**config.mk**
```make
export PLATFORM = sky130hd
export DESIGN_NAME = dtr_regs
export DESIGN_NICKNAME = d
export VERILOG_FILES = /design/src/dtr_pkg.sv /design/src/dtr_cmp_if.sv /design/src/dtr_low_warn_cmp.sv /design/src/dtr_regs.sv
export SDC_FILE = /design/constraint.sdc
export NUM_CORES = 1
export LEC_CHECK = 0
export BUFFER_PORTS_ARGS = -buffer_cell sky130_fd_sc_hd__buf_4
export CAP_MARGIN = 30
export CORE_AREA = 2 2 53 104
export CTS_CLUSTER_SIZE = 28
export DETAILED_ROUTE_END_ITERATION = 12
export DIE_AREA = 0 0 55 106
export PLACE_DENSITY = 0.82
export SETUP_SLACK_MARGIN = 0.02
export SYNTH_ARGS = -nofsm -noshare
export SYNTH_HDL_FRONTEND = slang
export SYNTH_SLANG_ARGS = --single-unit
```
**constraint.sdc**
```tcl
create_clock -name i_clk_sys -period 3.48 [get_ports i_clk_sys]
set_clock_uncertainty 0.05 [all_clocks]
set_input_delay 0.174 -clock i_clk_sys [delete_from_list [all_inputs] [get_ports i_clk_sys]]
set_output_delay 0.174 -clock i_clk_sys [all_outputs]
set_load 0.005 [all_outputs]
```
**src/dtr_pkg.sv**
```systemverilog
// shared constants for the diagnostic threshold and result register block
package dtr_pkg;
   localparam logic [7:0] DTR_OFF_RX_LOW_HI  = 8'h26;
   localparam logic [7:0] DTR_OFF_RX_LOW_LO  = 8'h27;
   localparam logic [7:0] DTR_OFF_CHECKSUM   = 8'h5f;
   localparam logic [7:0] DTR_OFF_TEMP_HI    = 8'h60;
   localparam logic [7:0] DTR_OFF_TEMP_LO    = 8'h61;
   localparam logic [7:0] DTR_OFF_VOLT_HI    = 8'h62;
   localparam logic [7:0] DTR_RESET_BYTE     = 8'h00;
   localparam logic [7:0] DTR_ZERO_BYTE      = 8'h00;
   // access levels presented by the password logic
   typedef enum logic [1:0] {
      DTR_LVL_NONE = 2'h0,
      DTR_LVL_USER = 2'h1,
      DTR_LVL_MFR  = 2'h3
   } dtr_level_e;
endpackage : dtr_pkg

```
**src/dtr_cmp_if.sv**
```systemverilog
// carries the threshold compare request and answer between the register file and comparator
`timescale 1ns/1ps
`default_nettype none
interface dtr_cmp_if;
   logic [7:0] threshold_hi;
   logic [7:0] result_hi;
   logic       result_stb;
   logic       warning_flag;
   modport regs (output threshold_hi, output result_hi, output result_stb, input warning_flag);
   modport cmp  (input threshold_hi, input result_hi, input result_stb, output warning_flag);
endinterface : dtr_cmp_if
`default_nettype wire

```
**src/dtr_low_warn_cmp.sv**
```systemverilog
// receive-power low-warning comparator
`timescale 1ns/1ps
`default_nettype none
module dtr_low_warn_cmp (
   input  wire logic i_clk_sys,
   input  wire logic i_rstn,
   dtr_cmp_if.cmp    cmp
);
   import dtr_pkg::*;
   logic warn_ff;
   // compare on each new result; low threshold byte never enters
   always_ff @(posedge i_clk_sys) begin
      if (!i_rstn) begin
         warn_ff <= 1'b0;
      end else if (cmp.result_stb) begin
         warn_ff <= (cmp.result_hi < cmp.threshold_hi);
      end
   end
   assign cmp.warning_flag = warn_ff;
endmodule : dtr_low_warn_cmp
`default_nettype wire

```
**src/dtr_regs.sv**
```systemverilog
// diagnostic threshold, checksum and adc result byte registers
`timescale 1ns/1ps
`default_nettype none
// Operation
// - threshold high byte at 0x26; warn when rx result high below it.
// - threshold low byte at 0x27, writable, sixteen-bit pair of 0.1 uW.
// - low threshold byte ignored in comparisons; software should keep it zero.
// - checksum byte at 0x5f is plain nonvolatile storage, never computed.
// - checksum writes allowed only at manufacturer access level; reads at user or manufacturer level.
// - at user level checksum is read-only; host writes do not change it.
// - temperature high byte read-only at 0x60.
// - temperature low byte at 0x61 always reads zero, unused for flags.
// - supply voltage high byte read-only at 0x62, 25.6 mV per bit.
// - temperature byte reads zero until the first conversion completes.
// - voltage byte valid after one complete conversion cycle.
module dtr_regs (
   input  wire logic              i_clk_sys,
   input  wire logic              i_rstn,
   input  wire logic [7:0]        i_addr,
   input  wire logic              i_wr_en,
   input  wire logic [7:0]        i_wr_data,
   input  wire logic              i_rd_en,
   output logic      [7:0]        o_rd_data,
   output logic                   o_rd_valid,
   input  wire dtr_pkg::dtr_level_e i_access_level,
   input  wire logic              i_temp_done,
   input  wire logic [7:0]        i_temp_hi,
   input  wire logic              i_volt_done,
   input  wire logic [7:0]        i_volt_hi,
   input  wire logic              i_rx_power_done,
   input  wire logic [7:0]        i_rx_power_result_hi,
   output logic                   o_warning_flag,
   output logic [15:0]            o_rx_power_low_warn
);
   import dtr_pkg::*;

   // host-visible byte registers, plus the internal rx result byte and strobe
   logic [7:0] rx_low_hi_ff;
   logic [7:0] rx_low_lo_ff;
   logic [7:0] checksum_ff;
   logic [7:0] temp_hi_ff;
   logic [7:0] volt_hi_ff;
   logic [7:0] rx_res_hi_ff;
   logic       rx_stb_ff;
   logic [7:0] rd_data_ff;
   logic       rd_valid_ff;
   logic [7:0] nxt_rd_data;
   logic       mfr_level;
   // write strobes decoded once per byte
   logic       wr_thr_hi;
   logic       wr_thr_lo;
   logic       wr_checksum;

   // one offset compare shared by the write strobes
   function automatic logic byte_hit(input logic [7:0] addr, input logic [7:0] offset);
      byte_hit = (addr == offset);
   endfunction : byte_hit

   function automatic logic chk_writable(input dtr_level_e level);
      chk_writable = (level == DTR_LVL_MFR);
   endfunction : chk_writable

   function automatic logic chk_readable(input dtr_level_e level);
      chk_readable = (level != DTR_LVL_NONE);
   endfunction : chk_readable

   // zero a byte unless its access check passes
   function automatic logic [7:0] gate_byte(input logic ok, input logic [7:0] value);
      gate_byte = ok ? value : DTR_ZERO_BYTE;
   endfunction : gate_byte

   dtr_cmp_if cmp_bus ();

   assign mfr_level   = chk_writable(i_access_level);
   assign wr_thr_hi   = i_wr_en && byte_hit(i_addr, DTR_OFF_RX_LOW_HI);
   assign wr_thr_lo   = i_wr_en && byte_hit(i_addr, DTR_OFF_RX_LOW_LO);
   // user-level writes are dropped silently; the host gets no error back
   assign wr_checksum = i_wr_en && byte_hit(i_addr, DTR_OFF_CHECKSUM) && mfr_level;
   // writes to result bytes and unmapped offsets decode to no strobe at all

   always_ff @(posedge i_clk_sys) begin
      if (!i_rstn) begin
         rx_low_hi_ff <= DTR_RESET_BYTE;
      end else if (wr_thr_hi) begin
         rx_low_hi_ff <= i_wr_data;
      end
   end

   // low threshold byte
   // kept for the host and o_rx_power_low_warn; nothing on the compare path reads it
   always_ff @(posedge i_clk_sys) begin
      if (!i_rstn) begin
         rx_low_lo_ff <= DTR_RESET_BYTE;
      end else if (wr_thr_lo) begin
         rx_low_lo_ff <= i_wr_data;
      end
   end

   // storage image only; nonvolatile commit is done by the memory controller outside
   // plain checksum storage
   always_ff @(posedge i_clk_sys) begin
      if (!i_rstn) begin
         checksum_ff <= DTR_RESET_BYTE;
      end else if (wr_checksum) begin
         checksum_ff <= i_wr_data;
      end
   end

   // temperature after conversion
   // a conversion that never finishes leaves the zero default, read as no data
   always_ff @(posedge i_clk_sys) begin
      if (!i_rstn) begin
         temp_hi_ff <= DTR_RESET_BYTE;
      end else if (i_temp_done) begin
         temp_hi_ff <= i_temp_hi;
      end
   end

   always_ff @(posedge i_clk_sys) begin
      if (!i_rstn) begin
         volt_hi_ff <= DTR_RESET_BYTE;
      end else if (i_volt_done) begin
         volt_hi_ff <= i_volt_hi;
      end
   end

   always_ff @(posedge i_clk_sys) begin
      if (!i_rstn) begin
         rx_res_hi_ff <= DTR_RESET_BYTE;
      end else if (i_rx_power_done) begin
         rx_res_hi_ff <= i_rx_power_result_hi;
      end
   end

   // compare strobe
   // byte and strobe register on one edge, so the comparator reads the new byte
   always_ff @(posedge i_clk_sys) begin
      if (!i_rstn) begin
         rx_stb_ff <= 1'b0;
      end else begin
         rx_stb_ff <= i_rx_power_done;
      end
   end

   // only high bytes reach the comparator
   assign cmp_bus.threshold_hi = rx_low_hi_ff;
   assign cmp_bus.result_hi    = rx_res_hi_ff;
   assign cmp_bus.result_stb   = rx_stb_ff;

   dtr_low_warn_cmp u_cmp (
      .i_clk_sys (i_clk_sys),
      .i_rstn    (i_rstn),
      .cmp       (cmp_bus.cmp)
   );

   // read decode; unmapped offsets read zero
   always_comb begin
      nxt_rd_data = DTR_ZERO_BYTE;
      unique case (i_addr)
         DTR_OFF_RX_LOW_HI: begin
            nxt_rd_data = rx_low_hi_ff;
         end
         DTR_OFF_RX_LOW_LO: begin
            nxt_rd_data = rx_low_lo_ff;
         end
         DTR_OFF_CHECKSUM: begin
            nxt_rd_data = gate_byte(chk_readable(i_access_level), checksum_ff);
         end
         DTR_OFF_TEMP_HI: begin
            nxt_rd_data = temp_hi_ff;
         end
         DTR_OFF_TEMP_LO: begin
            nxt_rd_data = DTR_ZERO_BYTE;
         end
         DTR_OFF_VOLT_HI: begin
            nxt_rd_data = volt_hi_ff;
         end
         default: begin
            nxt_rd_data = DTR_ZERO_BYTE;
         end
      endcase
   end

   // read answer pulse, one cycle after the strobe
   always_ff @(posedge i_clk_sys) begin
      if (!i_rstn) begin
         rd_valid_ff <= 1'b0;
      end else begin
         rd_valid_ff <= i_rd_en;
      end
   end

   // read byte holds until the next read so a slow host can still pick it up
   always_ff @(posedge i_clk_sys) begin
      if (!i_rstn) begin
         rd_data_ff <= DTR_ZERO_BYTE;
      end else if (i_rd_en) begin
         rd_data_ff <= nxt_rd_data;
      end
   end

   // outputs straight from flip-flops
   assign o_rd_data           = rd_data_ff;
   assign o_rd_valid          = rd_valid_ff;
   assign o_warning_flag      = cmp_bus.warning_flag;
   assign o_rx_power_low_warn = {rx_low_hi_ff, rx_low_lo_ff};
endmodule : dtr_regs
`default_nettype wire

```
# After elaboration in Yosys (flattened, before gate mapping)
# Index checks and enable logic that the tools add are counted.
word_totals:
  register_bits: 59
  output_inout_bits: 26
  elab_cells: 24
classes:
  order_cmp: 1
  n_eq_ne: 6
  n_mux: 2
  n_reduce_logical: 5
op_table:
  columns: ["cell", "n"]
  rows:
  - ["$pmux W8 S5", 1]
  - ["$eq A8 B7 Y1 const B", 3]
  - ["$eq A8 B6 Y1 const B", 2]
  - ["$lt A8 B8 Y1", 1]
  - ["$mux W8", 1]
  - ["$logic_and A1 B1 Y1", 4]
  - ["$eq A2 B2 Y1 const B", 1]
  - ["$reduce_bool A2 Y1", 1]

# Depth between registers and ports, before layout
logic_depth:
  ltp_word: 3
  ltp_mapped: 6

# Hierarchy
# A second synthesis with hierarchy kept.
hier_totals:
  cells_unflattened: 268
  area_unflattened_um2: 2713.9
modules_own_cells:
  columns: ["module", "n_inst", "cells_per_inst", "area_each_um2"]
  rows:
  - ["dtr_regs", 1, 241, 2498.6]
  - ["dtr_low_warn_cmp", 1, 27, 215.2]

# Least setup slack after synthesis
# No wires, ideal clock.
synth_path:
  path_type: "input-to-reg"
  startpoint: "input i_addr[5]"
  endpoint: "register checksum_ff[0]"
  setup_ns: 0.116
  arrival_time_ns: 1.283
  t_required_ns: 3.314
  path_slack_ns: 2.031
  stages: 4
  path_cell_list: "or2_4 nor4_4 mux2i_1 nor2b_1"
synth_via:
  elab_chain_len: 3
synth_lines:
  columns: ["element", "line_no", "source"]
  rows:
  - ["start, declared", "dtr_regs.sv:19", "input wire logic [7:0] i_addr,"]
  - ["$eq A8 B7 Y1", "dtr_regs.sv:56", "byte_hit = (addr == offset);"]
  - ["$logic_and A1 B1 Y1 (2 in series)", "dtr_regs.sv:78", "assign wr_checksum = i_wr_en && byte_hit(i_addr, DTR_OFF_CHECKSUM) && mfr_level;"]
  - ["end signal, assigned", "dtr_regs.sv:105", "checksum_ff <= i_wr_data;"]
  - ["end, declared", "dtr_regs.sv:40", "logic [7:0] checksum_ff;"]
# No other way between the ends.
# A chain may end at the register's enable or synchronous reset.

==> qor.csv <==
stage,metric,value,unit
outcome,outcome,finished clean,
routing,first_pass_iters,4,
floorplanning,die_w,55,um
clock_tree,clk_pin_slew,0.06,ns
worst_setup_path,start_kind,input port,
timing,setup_slack,2.01,ns
clock_tree,cts_setup_buffers,0,
global_routing,grt_max_degree,54,
clock_tree,cts_resized,0,
timing,rsz0062_at_grt,false,
pwr,power,0.00139,W
final_layout,fillers,435,
routing,vias_per_cell,5.47,
synth,yosys.area_share.adder,0.0331,
synth,yosysMostFrequentCell,dfxtp_1,
routing,wire_per_inst,16.1,um
clock_tree,h-tree-depth,3,
floorplanning,die_area,5830,um2
worst_setup_path,slowest_stage,nor4_2,
clock_tree,cts-root-buf,clkbuf_8,
synth,synthMuxAreaShare,0.216,
global_routing,grt_overflow_total,0,
timing,finalHoldViolCount,0,
floorplanning,ios,75,
worst_setup_path,slowest_delay,0.57,ns
synth,yosys.area.top_type,dfxtp_1,
pwr,p_per_area,409,nW/um2
timing,max_slew_margin,0.370,
synth,ys_ff_latch,59,
global_routing,grtUsageTotal,0.229,
synth,synth_compound_area_frac,0.0823,
final_layout,stdcell_area,3410,um2
routing,drt_iter0_markers,55,
synth,synthFlopType,dfxtp_1,
routing,vias,2084,
synth,synth_area,2640,um2
min_path,hp-class,input port to flop,
synth,synth.avg_cell_area,10.8,um2
synth,synth_top_family_by_area,multiplexers,
place,gp_congestion,0.803,
synth,ys.warnings.count,0,
timing,setup_violations,0,
synth,yosys-top-cells-area,"dfxtp_1 (45%), mux2i_1 (18%), nor2b_1 (12%), mux2_2 (3.4%), ha_1 (3.3%)",
clock_tree,clkSinkCount,59,
floorplanning,die_h,106,um
synth,synthCells,245,
synth,yosysUniqueCellTypes,33,
timing,fin_crit,1.47,ns
floorplanning,core,5090,um2
synth,synth_edf_count,0,
place,port-buffer-count,74,
floorplanning,start_util,0.519,
final_layout,syn_to_final_growth,28.9,%
clock_tree,tritoncts,built,
worst_setup_path,critical_path_required,3.70,ns
worst_setup_path,critPathTopFamily,simple AND/OR/NAND/NOR gates,
worst_setup_path,worstPathArrival,1.68,ns
timing,worstMarginPinSlew,0.943,ns
synth,synth-simple-area-share,0.190,
timing,fmax,0.682,GHz
routing,drc,0,
run,cap_viol_max_count,0,
clock_tree,clock_path_buffers,2,
timing,drv_slew,0,
place,place_area,3230,um2
synth,synth_top_area_frac,0.447,
pwr,p_leak,1.54,nW
synth,synthTopCellsByCount,"dfxtp_1 (59), nor2b_1 (50), mux2i_1 (48), inv_1 (9)",
synth,synth_xor_area_frac,0,
place,dp_hpwl,4.62,mm
clock_tree,clock_latency,0.32,ns
timing,fin_crit_sh,0.421,
floorplanning,row_count,37,
final_layout,final_util,0.669,
worst_setup_path,crit_type,input port to flop,
final_layout,nets,375,
worst_setup_path,crit_path_cell_trace,"buf_4, and2_1, o21ai_0, nor4_2, a221o_1",
place,post-place-ws,1.63,ns
clock_tree,cts_inserted_buffers,9,
synth,synth_seq_area_share,0.447,
synth,syn_nets,301,
final_layout,drive_gt1_frac,0.322,
clock_tree,holdBufCountCts,0,
routing,routed_wl,6.12,mm
worst_setup_path,crit_buf_inv,1,
worst_setup_path,cp_max_fo,53,
global_routing,grt_pass1_vias,2087,
synth,async_flop_share,0,
timing,fin_tns_setup,0,ns
worst_setup_path,worst_setup_path_end_kind,flop,
routing,final_antenna_net_count,0,
global_routing,grt_pass1_wl,9.52,mm
pwr,ir_drop,0.391,mV
final_layout,num_antenna_cells,0,
global_routing,antenna_found_initial,0,
==> state kept, by name, summed over array words and instances (netlist names) <==
signal                  flops
checksum_ff                 8
cmp_bus.result_hi           8
cmp_bus.threshold_hi        8
o_rd_data                   8
rx_low_lo_ff                8
temp_hi_ff                  8
volt_hi_ff                  8
cmp_bus.result_stb          1
o_rd_valid                  1
u_cmp.cmp.warning_flag      1
==> where the power goes <==
group	total, W	internal [W]	switching [W]
Sequential	0.000704	0.000694	0.0000100
Combinational	0.000141	0.0000805	0.0000603
Clock	0.000549	0.000310	0.000239
Total	0.00139	0.00109	0.000309
==> final timing paths <==
check,slack (ns),startpoint,end,depth (start not counted)
max reg2reg,2.02,cmp_bus.threshold_hi[2],u_cmp.cmp.warning_flag,6
max,2.01,i_rstn,o_rd_data[6],5
min,0.06,i_rx_power_result_hi[7],cmp_bus.result_hi[7],3
min reg2reg,0.43,checksum_ff[2],o_rd_data[2],1
==> per-stage QoR <==
step	hold WS [ns]	std cells
final	0.0556	381
after global routing	0.0597	381
after CTS	0.0426	381
after detailed placement	0.389	366
after global placement	0.382	366
after floorplan	0.283	245
==> metal layers <==
layer / share of wire / vias to the layer above / global-route usage
met5: 0 / - / 0
met4: 0.019 / 0 / 0.105
met3: 0.059 / 9 / 0.0520
met2: 0.54 / 70 / 0.391
met1: 0.39 / 982 / 0.254
li1: - / 1023 / -
==> cell type report <==
type | instances | area (um2) | share of cell area
Multi-Input combinational cell | 165 | 1380 | 0.404
Inverter | 9 | 33.8 | 0.00992
Clock inverter | 2 | 10.0 | 0.00294
Timing Repair Buffer | 75 | 563 | 0.165
Tap cell | 58 | 72.6 | 0.0213
Sequential cell | 59 | 1180 | 0.347
Clock buffer | 13 | 169 | 0.0496
==> cell families after synthesis <==
kind of cell               Yosys count
and+or+nand+nor                     77
DFF                                 59
muxes                               56
AOI/OAI and AO/OA                   25
buffers and inverters               21
adders and majority gates            7
==> worst register-to-register path, cell delays in order, from the launching register on <==
cell and delay (ns):
dfxtp_1 0.40, inv_1 0.06, ha_1 0.30, a21oi_1 0.15, o21ai_0 0.10, a21o_1 0.19
a21oi_1 0.13
==> cells in the final DEF, fill, tap and decap left out <==
cell type | netlist | final
a211o_1 | 1 | 1
or2_4 | 1 | 1
clkinv_2 | 0 | 2
nor4bb_1 | 1 | 1
a41oi_1 | 1 | 1
a21oi_1 | 2 | 2
nor4_2 | 1 | 1
inv_1 | 9 | 9
clkbuf_1 | 8 | 1
nor4b_2 | 1 | 1
a221o_1 | 8 | 8
ha_1 | 7 | 7
nand2_2 | 1 | 1
nor2_1 | 8 | 8
mux2_2 | 8 | 8
nand2_1 | 4 | 4
mux2i_1 | 48 | 48
and3b_1 | 1 | 1
o21ai_0 | 3 | 3
a222oi_1 | 8 | 8
and4b_1 | 1 | 1
nand4_1 | 1 | 1
dfxtp_1 | 59 | 59
nand3_2 | 2 | 2
a211oi_1 | 1 | 1
and2_1 | 2 | 2
nor4_4 | 1 | 1
nor2b_1 | 50 | 50
nand3_1 | 1 | 1
nor3b_1 | 1 | 1
buf_4 | 1 | 75
a21o_1 | 1 | 1
clkbuf_8 | 0 | 12
Note: power is estimated with default switching activity, not from simulation.
